==> src/design/vpam_defines.svh <==
// Purpose: Constants for the virtual to physical address map
// Assumes: 16-bit virtual, 22-bit physical, 18-bit peripheral bus
// Notes:   Included by bare name
`ifndef VPAM_DEFINES_SVH
`define VPAM_DEFINES_SVH
`define VPAM_VA_W        16
`define VPAM_PHYS_W      22
`define VPAM_BUS_W       18
`define VPAM_SEL_HI      15
`define VPAM_SEL_LO      13
`define VPAM_BLK_HI      12
`define VPAM_BLK_LO      6
`define VPAM_BYTE_HI     5
`define VPAM_OFF_HI      12
`define VPAM_MODE_HI     15
`define VPAM_MODE_LO     14
`define VPAM_DMA_SEL_HI  17
`define VPAM_DMA_SEL_LO  13
`define VPAM_BUS_TOP     4'hF
`define VPAM_DEVPAGE_SEL 5'h1F
`define VPAM_VA_IOPAGE   3'h7
// Register offsets (byte addresses)
`define VPAM_OFF_CTRL    12'h000
`define VPAM_OFF_STAT3   12'h004
`define VPAM_OFF_MEMTOP  12'h008
`define VPAM_OFF_STAT    12'h00C
`define VPAM_OFF_LASTPA  12'h010
`define VPAM_OFF_PBASE   12'h100
`define VPAM_OFF_DMAMAP  12'h200
`define VPAM_MEMTOP_RST  22'h000000
`endif

==> src/design/vpam_pkg.sv <==
// Purpose: Types for the virtual to physical address map
// Assumes: vpam_defines.svh
// Notes:   Types only
`default_nettype none
package vpam_pkg;
    typedef enum logic [1:0] {
        VPAM_DEST_MEM = 2'b00,
        VPAM_DEST_BUS = 2'b01,
        VPAM_DEST_ABSENT = 2'b10
    } vpam_dest_e;
    typedef struct packed {
        logic [21:0] physical_addr;
        logic [17:0] bus_addr;
        vpam_dest_e  dest;
        logic        dev_page;
    } vpam_result_s;
endpackage
`default_nettype wire

==> src/design/vpam_top.sv <==
// Overview of operation
// Relocation off: virtual address passes unchanged
// Pages 64-byte aligned, at most 8192 bytes
// Virtual bits 15:13 pick page register
// Bits 12:0 are offset in page
// Bits 12:6 are block number
// Bits 5:0 are byte in block
// Choose instruction or data register set
// Physical block is base plus block
// Physical address is block then byte
// 18 and 22-bit modes differ in width
// Relocation and DMA map enabled separately
// Top four ones go to peripheral bus
// Strip top four bits for bus address
// Lower range goes to main memory
// Top 8K of bus is device page
// Above installed memory is nonexistent
// DMA map relocates below device page only
// Memory populated contiguously from zero
// Status word bits 15:14 give mode
// Status three bits 2:0 enable data space
// DMA map: 5-bit select, add 22-bit base
// Unrelocated top 8K reaches bus top
// Base field width is a parameter
//
// Purpose: Processor and DMA address construction with APB registers
// Assumes: One cycle APB answer, zero wait states
// Notes:   Results are registered one cycle after the request
`timescale 1ns/1ps
`default_nettype none
`include "vpam_defines.svh"
module vpam_top #(
    parameter int BASE_W = 16
) (
    // Clock and reset
    input  wire logic        ref_clk,
    input  wire logic        rst,
    // APB slave
    input  wire logic        psel,
    input  wire logic        penable,
    input  wire logic        pwrite,
    input  wire logic [11:0] paddr,
    input  wire logic [31:0] pwdata,
    output logic             pready,
    output logic [31:0]      prdata,
    output logic             pslverr,
    // Processor request
    input  wire logic        cpu_req,
    input  wire logic [15:0] virtual_address_word,
    input  wire logic        cpu_data_ref,
    input  wire logic [15:0] processor_status_word,
    // Processor result
    output logic             cpu_valid,
    output vpam_pkg::vpam_result_s cpu_result,
    // Peripheral DMA request
    input  wire logic        peripheral_dma_request,
    input  wire logic [17:0] dma_bus_addr,
    // DMA result
    output logic             dma_valid,
    output logic             dma_unmapped,
    output logic [21:0]      dma_physical_addr
);
    // =====================================================
    // Register storage
    // =====================================================
    logic              reloc_en;
    logic              dma_map_en;
    logic [2:0]        mmu_status_three;
    logic [21:0]       mem_top;
    logic [BASE_W-1:0] page_base_reg [0:2][0:1][0:7];
    logic [21:0]       dma_map_reg [0:31];
    logic [1:0]        cpu_mode;
    logic              use_d;
    logic [2:0]        page_select_field;
    logic [BASE_W-1:0] sel_base;
    logic [21:0]       xl_phys;
    logic [21:0]       dma_sum;
    logic              apb_wr;
    logic              apb_rd;
    logic [11:0]       pb_hi;

    assign apb_wr = psel && penable && pwrite;
    assign apb_rd = psel && !penable && !pwrite;
    assign pb_hi  = paddr & 12'hF00;

    // =====================================================
    // APB writes
    // =====================================================
    always_ff @(posedge ref_clk)
    begin
        if (rst)
        begin
            reloc_en         <= 1'b0;
            dma_map_en       <= 1'b0;
            mmu_status_three <= 3'h0;
            mem_top          <= `VPAM_MEMTOP_RST;
        end
        else if (apb_wr)
        begin
            // Separate enables
            if (paddr == `VPAM_OFF_CTRL)
            begin
                reloc_en   <= pwdata[0];
                dma_map_en <= pwdata[1];
            end
            if (paddr == `VPAM_OFF_STAT3)
                mmu_status_three <= pwdata[2:0];
            if (paddr == `VPAM_OFF_MEMTOP)
                mem_top <= pwdata[21:0];
        end
    end

    // Page registers: mode(2b) space(1b) page(3b) word index
    always_ff @(posedge ref_clk)
    begin
        if (apb_wr && pb_hi == `VPAM_OFF_PBASE && paddr[7:6] != 2'h3)
            page_base_reg[paddr[7:6]][paddr[5]][paddr[4:2]] <= pwdata[BASE_W-1:0];
    end

    always_ff @(posedge ref_clk)
    begin
        if (apb_wr && pb_hi == `VPAM_OFF_DMAMAP && paddr[7] == 1'b0)
            dma_map_reg[paddr[6:2]] <= pwdata[21:0];
    end

    // =====================================================
    // APB reads
    // =====================================================
    always_ff @(posedge ref_clk)
    begin
        if (rst)
        begin
            prdata  <= 32'h0;
            pready  <= 1'b0;
            pslverr <= 1'b0;
        end
        else
        begin
            pready  <= psel && !penable;
            pslverr <= 1'b0;
            if (apb_rd)
            begin
                prdata <= 32'h0;
                if (paddr == `VPAM_OFF_CTRL)
                    prdata <= {30'h0, dma_map_en, reloc_en};
                else if (paddr == `VPAM_OFF_STAT3)
                    prdata <= {29'h0, mmu_status_three};
                else if (paddr == `VPAM_OFF_MEMTOP)
                    prdata <= {10'h0, mem_top};
                else if (paddr == `VPAM_OFF_STAT)
                    prdata <= {28'h0, cpu_result.dev_page, cpu_result.dest, cpu_valid};
                else if (paddr == `VPAM_OFF_LASTPA)
                    prdata <= {10'h0, cpu_result.physical_addr};
                else if (pb_hi == `VPAM_OFF_PBASE && paddr[7:6] != 2'h3)
                    prdata <= 32'(page_base_reg[paddr[7:6]][paddr[5]][paddr[4:2]]);
                else if (pb_hi == `VPAM_OFF_DMAMAP && paddr[7] == 1'b0)
                    prdata <= {10'h0, dma_map_reg[paddr[6:2]]};
                else
                    pslverr <= 1'b1;
            end
        end
    end

    // =====================================================
    // Processor translation
    // =====================================================
    // Mode from status word
    assign cpu_mode = processor_status_word[`VPAM_MODE_HI:`VPAM_MODE_LO];
    // Data space per mode
    assign use_d = cpu_data_ref && (cpu_mode != 2'h3) && mmu_status_three[cpu_mode];
    // Page select
    assign page_select_field = virtual_address_word[`VPAM_SEL_HI:`VPAM_SEL_LO];
    // Mode set chosen first, then space set; mode 2'h3 is illegal, folded onto mode 0
    assign sel_base = page_base_reg[(cpu_mode == 2'h3) ? 2'h0 : cpu_mode][use_d][page_select_field];

    // Field split inside
    vpam_xlate #(
        .BASE_W (BASE_W)
    ) u_xlate (
        .virtual_address_word (virtual_address_word),
        .page_base_field      (sel_base),
        .reloc_on             (reloc_en),
        .physical_addr        (xl_phys)
    );

    always_ff @(posedge ref_clk)
    begin
        if (rst)
        begin
            cpu_valid  <= 1'b0;
            cpu_result <= '0;
        end
        else
        begin
            cpu_valid <= cpu_req;
            if (cpu_req)
            begin
                cpu_result.physical_addr <= xl_phys;
                // Strip top bits
                cpu_result.bus_addr <= xl_phys[17:0];
                // Device page
                cpu_result.dev_page <= (xl_phys[21:18] == `VPAM_BUS_TOP)
                    && (xl_phys[17:13] == `VPAM_DEVPAGE_SEL);
                // Steering
                if (xl_phys[21:18] == `VPAM_BUS_TOP)
                    cpu_result.dest <= vpam_pkg::VPAM_DEST_BUS;
                else if (xl_phys > mem_top)
                    cpu_result.dest <= vpam_pkg::VPAM_DEST_ABSENT;
                else
                    cpu_result.dest <= vpam_pkg::VPAM_DEST_MEM;
            end
        end
    end

    // =====================================================
    // Peripheral DMA map
    // =====================================================
    // Select and add
    assign dma_sum = dma_map_reg[dma_bus_addr[`VPAM_DMA_SEL_HI:`VPAM_DMA_SEL_LO]]
        + {9'h0, dma_bus_addr[`VPAM_OFF_HI:0]};

    always_ff @(posedge ref_clk)
    begin
        if (rst)
        begin
            dma_valid         <= 1'b0;
            dma_unmapped      <= 1'b0;
            dma_physical_addr <= 22'h0;
        end
        else
        begin
            dma_valid <= peripheral_dma_request;
            if (peripheral_dma_request)
            begin
                // Device page untouched
                if (dma_bus_addr[`VPAM_DMA_SEL_HI:`VPAM_DMA_SEL_LO] == `VPAM_DEVPAGE_SEL)
                begin
                    dma_unmapped      <= 1'b1;
                    dma_physical_addr <= {`VPAM_BUS_TOP, dma_bus_addr};
                end
                // Map off passes through
                else if (!dma_map_en)
                begin
                    dma_unmapped      <= 1'b0;
                    dma_physical_addr <= {4'h0, dma_bus_addr};
                end
                else
                begin
                    dma_unmapped      <= 1'b0;
                    dma_physical_addr <= dma_sum;
                end
            end
        end
    end

    // =====================================================
    // Checks
    // =====================================================
    property p_direct;
        @(posedge ref_clk) disable iff (rst)
        (cpu_req && !reloc_en && virtual_address_word[15:13] != 3'h7)
        |=> cpu_result.physical_addr == {6'h00, $past(virtual_address_word)};
    endproperty
    a_direct: assert property (p_direct) else $error("direct pass wrong");

    property p_bus;
        @(posedge ref_clk) disable iff (rst)
        cpu_valid && cpu_result.physical_addr[21:18] == 4'hF |-> cpu_result.dest == vpam_pkg::VPAM_DEST_BUS;
    endproperty
    a_bus: assert property (p_bus) else $error("bus steering wrong");

    property p_strip;
        @(posedge ref_clk) disable iff (rst)
        cpu_valid |-> cpu_result.bus_addr == cpu_result.physical_addr[17:0];
    endproperty
    a_strip: assert property (p_strip) else $error("bus address wrong");

    property p_dmaoff;
        @(posedge ref_clk) disable iff (rst)
        peripheral_dma_request && dma_bus_addr[17:13] != 5'h1F && !dma_map_en
        |=> dma_physical_addr == {4'h0, $past(dma_bus_addr)} && dma_valid;
    endproperty
    a_dmaoff: assert property (p_dmaoff) else $error("dma pass wrong");

    property p_devpage;
        @(posedge ref_clk) disable iff (rst)
        peripheral_dma_request && dma_bus_addr[17:13] == 5'h1F |=> dma_unmapped;
    endproperty
    a_devpage: assert property (p_devpage) else $error("device page mapped");

    property p_iopage;
        @(posedge ref_clk) disable iff (rst)
        cpu_req && !reloc_en && virtual_address_word[15:13] == 3'h7
        |=> cpu_result.dest == vpam_pkg::VPAM_DEST_BUS && cpu_result.dev_page;
    endproperty
    a_iopage: assert property (p_iopage) else $error("top page not on bus");

    property p_absent;
        @(posedge ref_clk) disable iff (rst)
        cpu_valid && cpu_result.dest == vpam_pkg::VPAM_DEST_ABSENT |-> cpu_result.physical_addr > mem_top;
    endproperty
    a_absent: assert property (p_absent) else $error("absent memory steering wrong");

    property p_offset;
        @(posedge ref_clk) disable iff (rst)
        cpu_req && reloc_en |=> cpu_result.physical_addr[5:0] == $past(virtual_address_word[5:0]);
    endproperty
    a_offset: assert property (p_offset) else $error("byte offset changed");
endmodule
`default_nettype wire

==> src/design/vpam_xlate.sv <==
// Purpose: Combinational relocation of one virtual address
// Assumes: Page base already selected by caller
// Notes:   Base field width is a parameter
`timescale 1ns/1ps
`default_nettype none
`include "vpam_defines.svh"
module vpam_xlate #(
    parameter int BASE_W = 16
) (
    // Address in
    input  wire logic [15:0]       virtual_address_word,
    input  wire logic [BASE_W-1:0] page_base_field,
    input  wire logic              reloc_on,
    // Address out
    output logic [21:0]            physical_addr
);
    logic [BASE_W-1:0] block_sum;
    // Block add
    assign block_sum = page_base_field
        + BASE_W'(virtual_address_word[`VPAM_BLK_HI:`VPAM_BLK_LO]);
    always_comb
    begin
        if (!reloc_on)
        begin
            // Direct pass
            physical_addr = {6'h00, virtual_address_word};
            // Top page to bus
            if (virtual_address_word[`VPAM_SEL_HI:`VPAM_SEL_LO] == `VPAM_VA_IOPAGE)
                physical_addr[21:16] = 6'h3F;
        end
        else
        begin
            // Concatenate offset
            physical_addr = 22'({block_sum, virtual_address_word[`VPAM_BYTE_HI:0]});
            // 18-bit mode: top 8K page moved to bus top
            if (BASE_W < 16 && physical_addr[17:13] == `VPAM_DEVPAGE_SEL)
                physical_addr[21:18] = `VPAM_BUS_TOP;
        end
    end
endmodule
`default_nettype wire

==> config.mk <==
export PLATFORM = sky130hd
export DESIGN_NAME = vpam_top
export DESIGN_NICKNAME = d
export VERILOG_FILES = /design/src/design/vpam_pkg.sv /design/src/design/vpam_top.sv /design/src/design/vpam_xlate.sv
export VERILOG_INCLUDE_DIRS = /design/src /design/src/design
export SDC_FILE = /design/constraint.sdc
export NUM_CORES = 2
export LEC_CHECK = 0
export ABC_AREA = 1
export BUFFER_PORTS_ARGS = -buffer_cell sky130_fd_sc_hd__buf_2
export CORE_ASPECT_RATIO = 1.75
export CORE_MARGIN = 2
export CORE_UTILIZATION = 40
export DETAILED_ROUTE_END_ITERATION = 8
export PLACE_DENSITY = 0.53
export SLEW_MARGIN = 5
export SYNTH_ARGS = -nofsm -noshare
export SYNTH_HDL_FRONTEND = slang
export SYNTH_SLANG_ARGS = --single-unit
==> constraint.sdc <==
create_clock -name ref_clk -period 5.55 [get_ports ref_clk]
set_input_delay 1.11 -clock ref_clk [delete_from_list [all_inputs] [get_ports ref_clk]]
set_output_delay 1.11 -clock ref_clk [all_outputs]
set_load 0.03 [all_outputs]
# [After elaboration in Yosys (flattened, before gate mapping)]
# Memories as Yosys holds them, arrays and structs flattened.
# Index checks and enable logic that the tools add are counted.
[totals] elab_cells=106 out_inout_bits=102 memories=2 mem_bits_rw=1472 inputBits=102 reg_bits=129
[classes] bitwise=6 order_cmp=8 mux=38 n_eq_ne=13 addsub=2 reduce_logical=22
[memory_table] memory="page_base_reg" words=3 word_bits=256 read_ports=2 rd_ports_with_merged_regs=0 wr=1 line_no="vpam_top.sv:70" text="logic [BASE_W-1:0] page_base_reg [0:2][0:1][0:7];"
[memory_table] memory="dma_map_reg" words=32 word_bits=22 read_ports=2 rd_ports_with_merged_regs=0 wr=1 line_no="vpam_top.sv:71" text="logic [21:0] dma_map_reg [0:31];"
[op_table] operator="128-bit 2-to-1 mux" count=7
[op_table] operator="256-bit 2-to-1 mux" count=1
[op_table] operator="22-bit 2-to-1 mux" count=10
[op_table] operator="128-bit demux with 1-bit select" count=1
[op_table] operator="16-bit binary-select mux with 3-bit select" count=2
[op_table] operator="16-bit 2-to-1 mux" count=5
[op_table] operator="16-bit demux with 3-bit select" count=1
[op_table] operator="12-bit by 4-bit equality test with 1-bit output (second input constant)" count=2
[op_table] operator="22-bit by 13-bit adder with 22-bit output" count=1
[op_table] operator="22-bit > comparator" count=1
[op_table] operator="16-bit by 7-bit adder with 16-bit output" count=1
[op_table] operator="1-bit logical AND" count=15
[op_table] operator="12-bit by 3-bit equality test with 1-bit output (second input constant)" count=1
[op_table] operator="12-bit by 5-bit equality test with 1-bit output (second input constant)" count=1
[op_table] operator="12-bit logical NOT" count=1
[op_table] operator="5-bit equality test (second input constant)" count=2
[op_table] operator="4-bit >= comparator (second input constant)" count=2
[op_table] operator="3-bit inverter with 4-bit output" count=2
[op_table] operator="8-bit OR reduction" count=1
[op_table] operator="1-bit 2-to-1 mux" count=6
[op_table] operator="2-bit 2-to-1 mux" count=3
[op_table] operator="6-bit 2-to-1 mux" count=1
[op_table] operator="2-bit AND reduction" count=3
[op_table] operator="4-bit by 1-bit equality test with 1-bit output (second input constant)" count=1
[op_table] operator="other kinds (13)" count=18

# [Depth between registers and ports, before layout]
[depth] word_depth=15 depth_mapped=42 ltp_nobuf=37

# [By module]
# From an unflattened synthesis, not the netlist that was laid out.
[hier_totals] cells_unflattened=8079 area_unflattened_um2=77534.4
[by_module_without_submodules] module="vpam_top" cells_per_inst=7905 n_inst=1 seq_area_each_um2=46224.3 area_each_um2=76679.8
[by_module_without_submodules] module="vpam_xlate" cells_per_inst=174 n_inst=1 seq_area_each_um2=0.0 area_each_um2=854.6

# [Worst setup path before layout]
# OpenSTA, ideal clock, no wires.
[synth_timing] kind="in2reg" from="in processor_status_word[14]" to="reg cpu_result[2] (netlist bit)" t_required_ns=5.418 n_path_buf=4 t_arrival_ns=5.863 setup_time_ns=0.132 setup_slack_ns=-0.446 stages=40 path_cell_list="buf_2 > inv_4 > nand2_4 > inv_4 > nand2_4 > a21oi_4 > buf_2 > buf_2 > buf_2 > nand2_1 > nand2_1 > a21oi_1 > o311ai_0 > o211ai_1 > o221ai_1 > ha_1 > inv_1 > fa_1 > [... 4 more ...] > nor2_1 > nand3b_2 > clkinv_1 > nand2_1 > nand2_1 > nand3_1 > nand2_1 > inv_2 > ha_1 > nand2_1 > nor2_1 > a211oi_1 > o21ai_0 > nand2_1 > nand2_1 > nand3_1 > o21bai_1 > a21oi_1"
[synth_between] elab_chain_len=15 elab_cells_between_ends=21 classes_between="1 x add/sub; 1 x order compare; 3 x eq/ne; 12 x mux; 1 x bitwise; 2 x reduce/logical; 1 x memory"
[synth_rtl] item="from (decl)" line_no="vpam_top.sv:51" text="input wire logic [15:0] processor_status_word,"
[synth_rtl] item="parallel branches: the longest is 4 deep, another holds memory 3 x 256 bit"
[synth_rtl] item="128-bit 2-to-1 mux (*) (3 in a row)" line_no="vpam_top.sv:174" text="assign sel_base = page_base_reg[(cpu_mode == 2'h3) ? 2'h0 : cpu_mode][use_d][page_select_field];"
[synth_rtl] item="16-bit binary-select mux with 3-bit select (*)" line_no="vpam_top.sv:174"
[synth_rtl] item="16-bit 2-to-1 mux (*) (2 in a row)" line_no="vpam_top.sv:174"
[synth_rtl] item="16-bit by 7-bit adder with 16-bit output (*)" line_no="vpam_xlate.sv:19" text="assign block_sum = page_base_field"
[synth_rtl] item="22-bit 2-to-1 mux (*)" line_no="vpam_xlate.sv:23" text="if (!reloc_on)"
[synth_rtl] item="via u_xlate.physical_addr[16]" line_no="vpam_xlate.sv:15" text="output logic [21:0] physical_addr"
[synth_rtl] item="22-bit > comparator (*)" line_no="vpam_top.sv:207" text="else if (xl_phys > mem_top)"
[synth_rtl] item="2-bit 2-to-1 mux (*)" line_no="vpam_top.sv:207"
[synth_rtl] item="2-bit 2-to-1 mux (*)" line_no="vpam_top.sv:205" text="if (xl_phys[21:18] == `VPAM_BUS_TOP)"
[synth_rtl] item="to (decl)" line_no="vpam_top.sv:54" text="output vpam_pkg::vpam_result_s cpu_result,"
# Mark *: on every way through the listed nets, which the timed path passes. The select of a mux whose other input is x is not followed.
# A chain may end at the register's enable or synchronous reset.

# [Worst setup path after layout]
[layout_timing] from="in processor_status_word[14]" to="reg cpu_result[2] (netlist bit)"
[layout_between] elab_chain_len=15 elab_cells_between_ends=21 classes_between="1 x add/sub; 1 x order compare; 3 x eq/ne; 12 x mux; 1 x bitwise; 2 x reduce/logical; 1 x memory"
[layout_rtl] item="parallel branches: the longest is 4 deep, another holds memory 3 x 256 bit"
[layout_rtl] item="128-bit 2-to-1 mux (*) (3 in a row)" line_no="vpam_top.sv:174"
[layout_rtl] item="16-bit binary-select mux with 3-bit select (*)" line_no="vpam_top.sv:174"
[layout_rtl] item="16-bit 2-to-1 mux (*) (2 in a row)" line_no="vpam_top.sv:174"
[layout_rtl] item="16-bit by 7-bit adder with 16-bit output (*)" line_no="vpam_xlate.sv:19"
[layout_rtl] item="22-bit 2-to-1 mux (*)" line_no="vpam_xlate.sv:23"
[layout_rtl] item="via u_xlate.physical_addr[20]" line_no="vpam_xlate.sv:15"
[layout_rtl] item="22-bit > comparator" line_no="vpam_top.sv:207"
[layout_rtl] item="2-bit 2-to-1 mux" line_no="vpam_top.sv:207"
[layout_rtl] item="2-bit 2-to-1 mux (*)" line_no="vpam_top.sv:205"
# Marked as above.

==> qor.csv <==
stage;metric;value;unit
drt;number of nets still failing antenna checks after routing;0;
cells_and_area;finished layout cell area;88500;um^2
drt;routed vias/inst;6.33;
global_routing;pin count of the biggest net entering global routing;161;
die;initial core utilization;40.1;%
timing;highest clock rate;187;MHz
logic_synthesis;Async S/R FF share, synth;0;%
critical_path;kind of launch point of the worst setup path;primary input;
die;chip width;332;um
cells_and_area;max FFs per register;768;
die;total die area;192000;um^2
flow_run;Max-cap violations;0;
drt;total vias in the final route;65600;
clock_network;number of buffers added by the clock tree synthesis step;162;
cells_and_area;share of post-route cells with drive strength above 1;15.4;%
critical_path;Buf+Inv Stages, Crit Path;11;
logic_synthesis;most common flop cell mapped by yosys;edfxtp_1;
drt;average wire per cell in the routed design;33.6;um
clock_network;clock input transition at the sequential cells of the worst setup and hold paths;0.07;ns
run_status;status;finished, final reports clean;
drt;wirelength, routed;349;mm
timing;remaining max-slew budget at the tightest pin;9.74;%
critical_path;Critical Path AT;6.11;ns
pwr;total net switching power;7.13;mW
critical_path;critical path capture point type;flop;
logic_synthesis;number of enable-type register cells in the synthesized netlist;1472;
clock_network;Clock Tree Root;clkbuf_16;
pwr;internal portion of total power;20.3;mW
critical_path;critical path start-end classification;primary input to flop;
timing;number of pins exceeding their max-slew limit in the final report;0;
drt;Detailed Routing Iterations Pass 1;7;
logic_synthesis;unique cell type count in the Yosys netlist;61;
global_routing;antenna violations before repair;17;
placement;cell area reported after detailed placement;82600;um^2
clock_network;CTS max path bufs;4;
logic_synthesis;FF+latch count, synth;1573;
clock_network;clock latency on the worst-skew pair;0.84;ns
timing;count of endpoints failing hold in the final timing report;0;
cells_and_area;fin nets;7928;
die;cell row count;211;
placement;weighted congestion at the end of routability-driven global placement;0.990;
die;num ports;204;
pwr;share of power burned in the clock network;41.0;%
cells_and_area;number of standard cells in the final layout excluding fillers;10400;
placement;count of buffers from port buffering;169;
critical_path;largest fanout of any net on the critical path;20;
placement;DP HPWL;235;mm
clock_network;CTS HTree Levels;4;
global_routing;GRT Overall Usage;35.2;%
timing;Tcrit/Tclk final;96.3;%
critical_path;cell family with the largest share of critical-path delay;simple AND/OR/NAND/NOR gates;
critical_path;Req. time, crit path;6.31;ns
timing;final setup vio count;0;
logic_synthesis;cell count after synthesis;7442;
drt;total DRC errors in the routed layout;0;
logic_synthesis;total of warnings raised by yosys;0;
cells_and_area;synthesis-to-layout area growth;17.2;%
pwr;power per standard cell area;310;nW/um^2
pwr;Max VDD drop;232;uV
pwr;share of total power in combinational logic;11.5;%
timing;crit path time final;5.35;ns
clock_network;# hold bufs at CTS;0;
clock_network;clock tree from TritonCTS;done;
critical_path;peak per-stage delay on the critical path;0.38;ns
drt;violation count after the first detailed-routing iteration;8088;
critical_path;standard cell with the maximum stage delay on the critical path;fa_2;
logic_synthesis;Mapped Area;75500;um^2
die;area of the core region;188000;um^2
global_routing;number of global-route vias before repair;63000;
clock_network;Num Clock Sinks;1573;
global_routing;global route total overflow;0;
timing;transition time of the tightest slew-check pin;1.34;ns
logic_synthesis;sequential share of the synthesized area;61.2;%
logic_synthesis;syn_area_per_cell;10.1;um^2
critical_path;cell mode on critical path;nand2_1;
min_path;worst hold-check path type;flop to flop;
cells_and_area;post-layout util;47.0;%
global_routing;global-route wire length before repair;479;mm
pwr;Net Sw Frac;26.0;%
timing;hold_ws;0.461;ns
timing;Fin Clk Skew;0.0512;ns
pwr;portion of total power attributed to sequential cells;47.5;%
die;Vert. Die Dim;579;um
pwr;Lkg Pwr;31.2;nW
pwr;total power consumption of the routed design;27.4;mW
placement;total instance count after detailed placement;10000;
-- cells by family (layout without fill, tap and decap cells) --
kind of cell	count (synthesis)	after routing	share of synthesized area [%]
other cells	1	22	0.00497
mux	17	17	0.225
flops	1573	1573	61.2
buf+inv	931	1382	5.03
compound gates	2111	2111	17.3
simple gates	2751	2751	15.3
fa+ha+maj	44	44	0.749
xor+xnor	14	14	0.162
-- metal layers --
metal	track usage, %	part of all wire (%)	vias to the layer above
li1	-	-	27900
met1	37.4	33	32500
met2	59.4	48	4013
met3	5.70	8.0	1139
met4	33.8	11	6
met5	0	0.011	-
-- power by group through the flow --
stage          combinational (mW)  sequential, mW  clock [mW]
2_1_floorplan                1.41            13.3           0
3_3_place_gp                 2.98            13.3           0
3_5_place_dp                 3.00            13.3           0
4_1_cts                      3.01            13.0        11.3
5_1_grt                      3.27            13.0        11.7
6_report                     3.15            13.0        11.2
-- path summary, 6_finish.rpt --
path / startpoint / to / slack, ns / cells after the start
worst min-delay path: prdata[11] / prdata[11] / 0.46 / 2
worst max register to register: mmu_status_three[0] / cpu_result[2] / 0.22 / 37
worst min register to register: prdata[11] / prdata[11] / 0.46 / 2
worst max-delay path: processor_status_word[14] / cpu_result[2] / 0.20 / 39
-- cell usage after synthesis, drive strengths merged, types with 59 or more instances --
cell    number  area share (%)
nand3      538             3.6
nor2       574             2.9
o21ai      609             4.0
dfxtp      101             2.7
clkbuf     386             1.9
edfxtp    1472              59
a22oi      353             3.5
o211ai     197             2.0
buf        209             1.4
o221ai     154             1.8
o22ai      106            0.88
nand4       59            0.49
inv        320             1.6
nand2     1413             7.1
a21oi      558             3.7
-- tightest hold or removal path, stage by stage (launching register included) --
cell and delay (ns):
dfxtp_1 0.31, nand2_1 0.06, a21oi_1 0.05
-- cell usage in the layout, fill, tap and decap left out, types with 12 or more instances in the layout --
| master | Yosys | final |
|---|---|---|
| clkinv_1 | 16 | 40 |
| inv_2 | 10 | 14 |
| o21ai_0 | 596 | 580 |
| bufinv_16 | 0 | 16 |
| nand3b_1 | 14 | 14 |
| nor2_4 | 1 | 40 |
| nand2_1 | 1405 | 1396 |
| mux2i_1 | 17 | 17 |
| diode_2 | 0 | 12 |
| a21oi_1 | 557 | 554 |
| buf_12 | 0 | 73 |
| clkbuf_16 | 0 | 172 |
| o22ai_1 | 106 | 105 |
| clkinv_2 | 0 | 24 |
| ha_1 | 42 | 39 |
| edfxtp_1 | 1472 | 1472 |
| nand4_1 | 59 | 59 |
| a22oi_1 | 353 | 353 |
| a211oi_1 | 19 | 17 |
| or2_2 | 55 | 55 |
| inv_1 | 308 | 301 |
| clkbuf_1 | 386 | 24 |
| nor2_1 | 569 | 482 |
| buf_6 | 4 | 17 |
| dfxtp_1 | 101 | 101 |
| buf_2 | 84 | 159 |
| nor3_1 | 55 | 51 |
| a221oi_1 | 18 | 18 |
| o221ai_1 | 154 | 150 |
| o211ai_1 | 197 | 197 |
| a31oi_1 | 28 | 27 |
| buf_4 | 43 | 502 |
| nor2_2 | 4 | 52 |
| nand3_1 | 535 | 534 |
| o21ai_1 | 13 | 26 |
| nor4_1 | 34 | 33 |
-- through the flow --
stage | setup TNS, ns | setup slack [ns]
floorplan | 0 | 0.00416
global placement | -1.81 | -1.09
detailed placement | -2.02 | -1.09
CTS | 0 | 0.0729
global route | -0.00229 | -0.00229
finish | 0 | 0.204
-- final cells by class --
type,instances,area [um^2]
Antenna cell,12,30.0
Clock buffer,202,4440
Clock inverter,82,818
Fill cell,17300,99700
Inverter,336,1310
Multi-Input combinational cell,4947,26200
Sequential cell,1573,46200
Tap cell,2449,3060
Timing Repair Buffer,762,6420
-- timing repair --
item | CTS | global route
gates resized for setup | 9 | 73
pin swaps | 0 | 32
setup buffers | 0 | 19
setup endpoints to repair | 1 | 1
cloned | 0 | 3
Power figures use the tool's default switching activity.
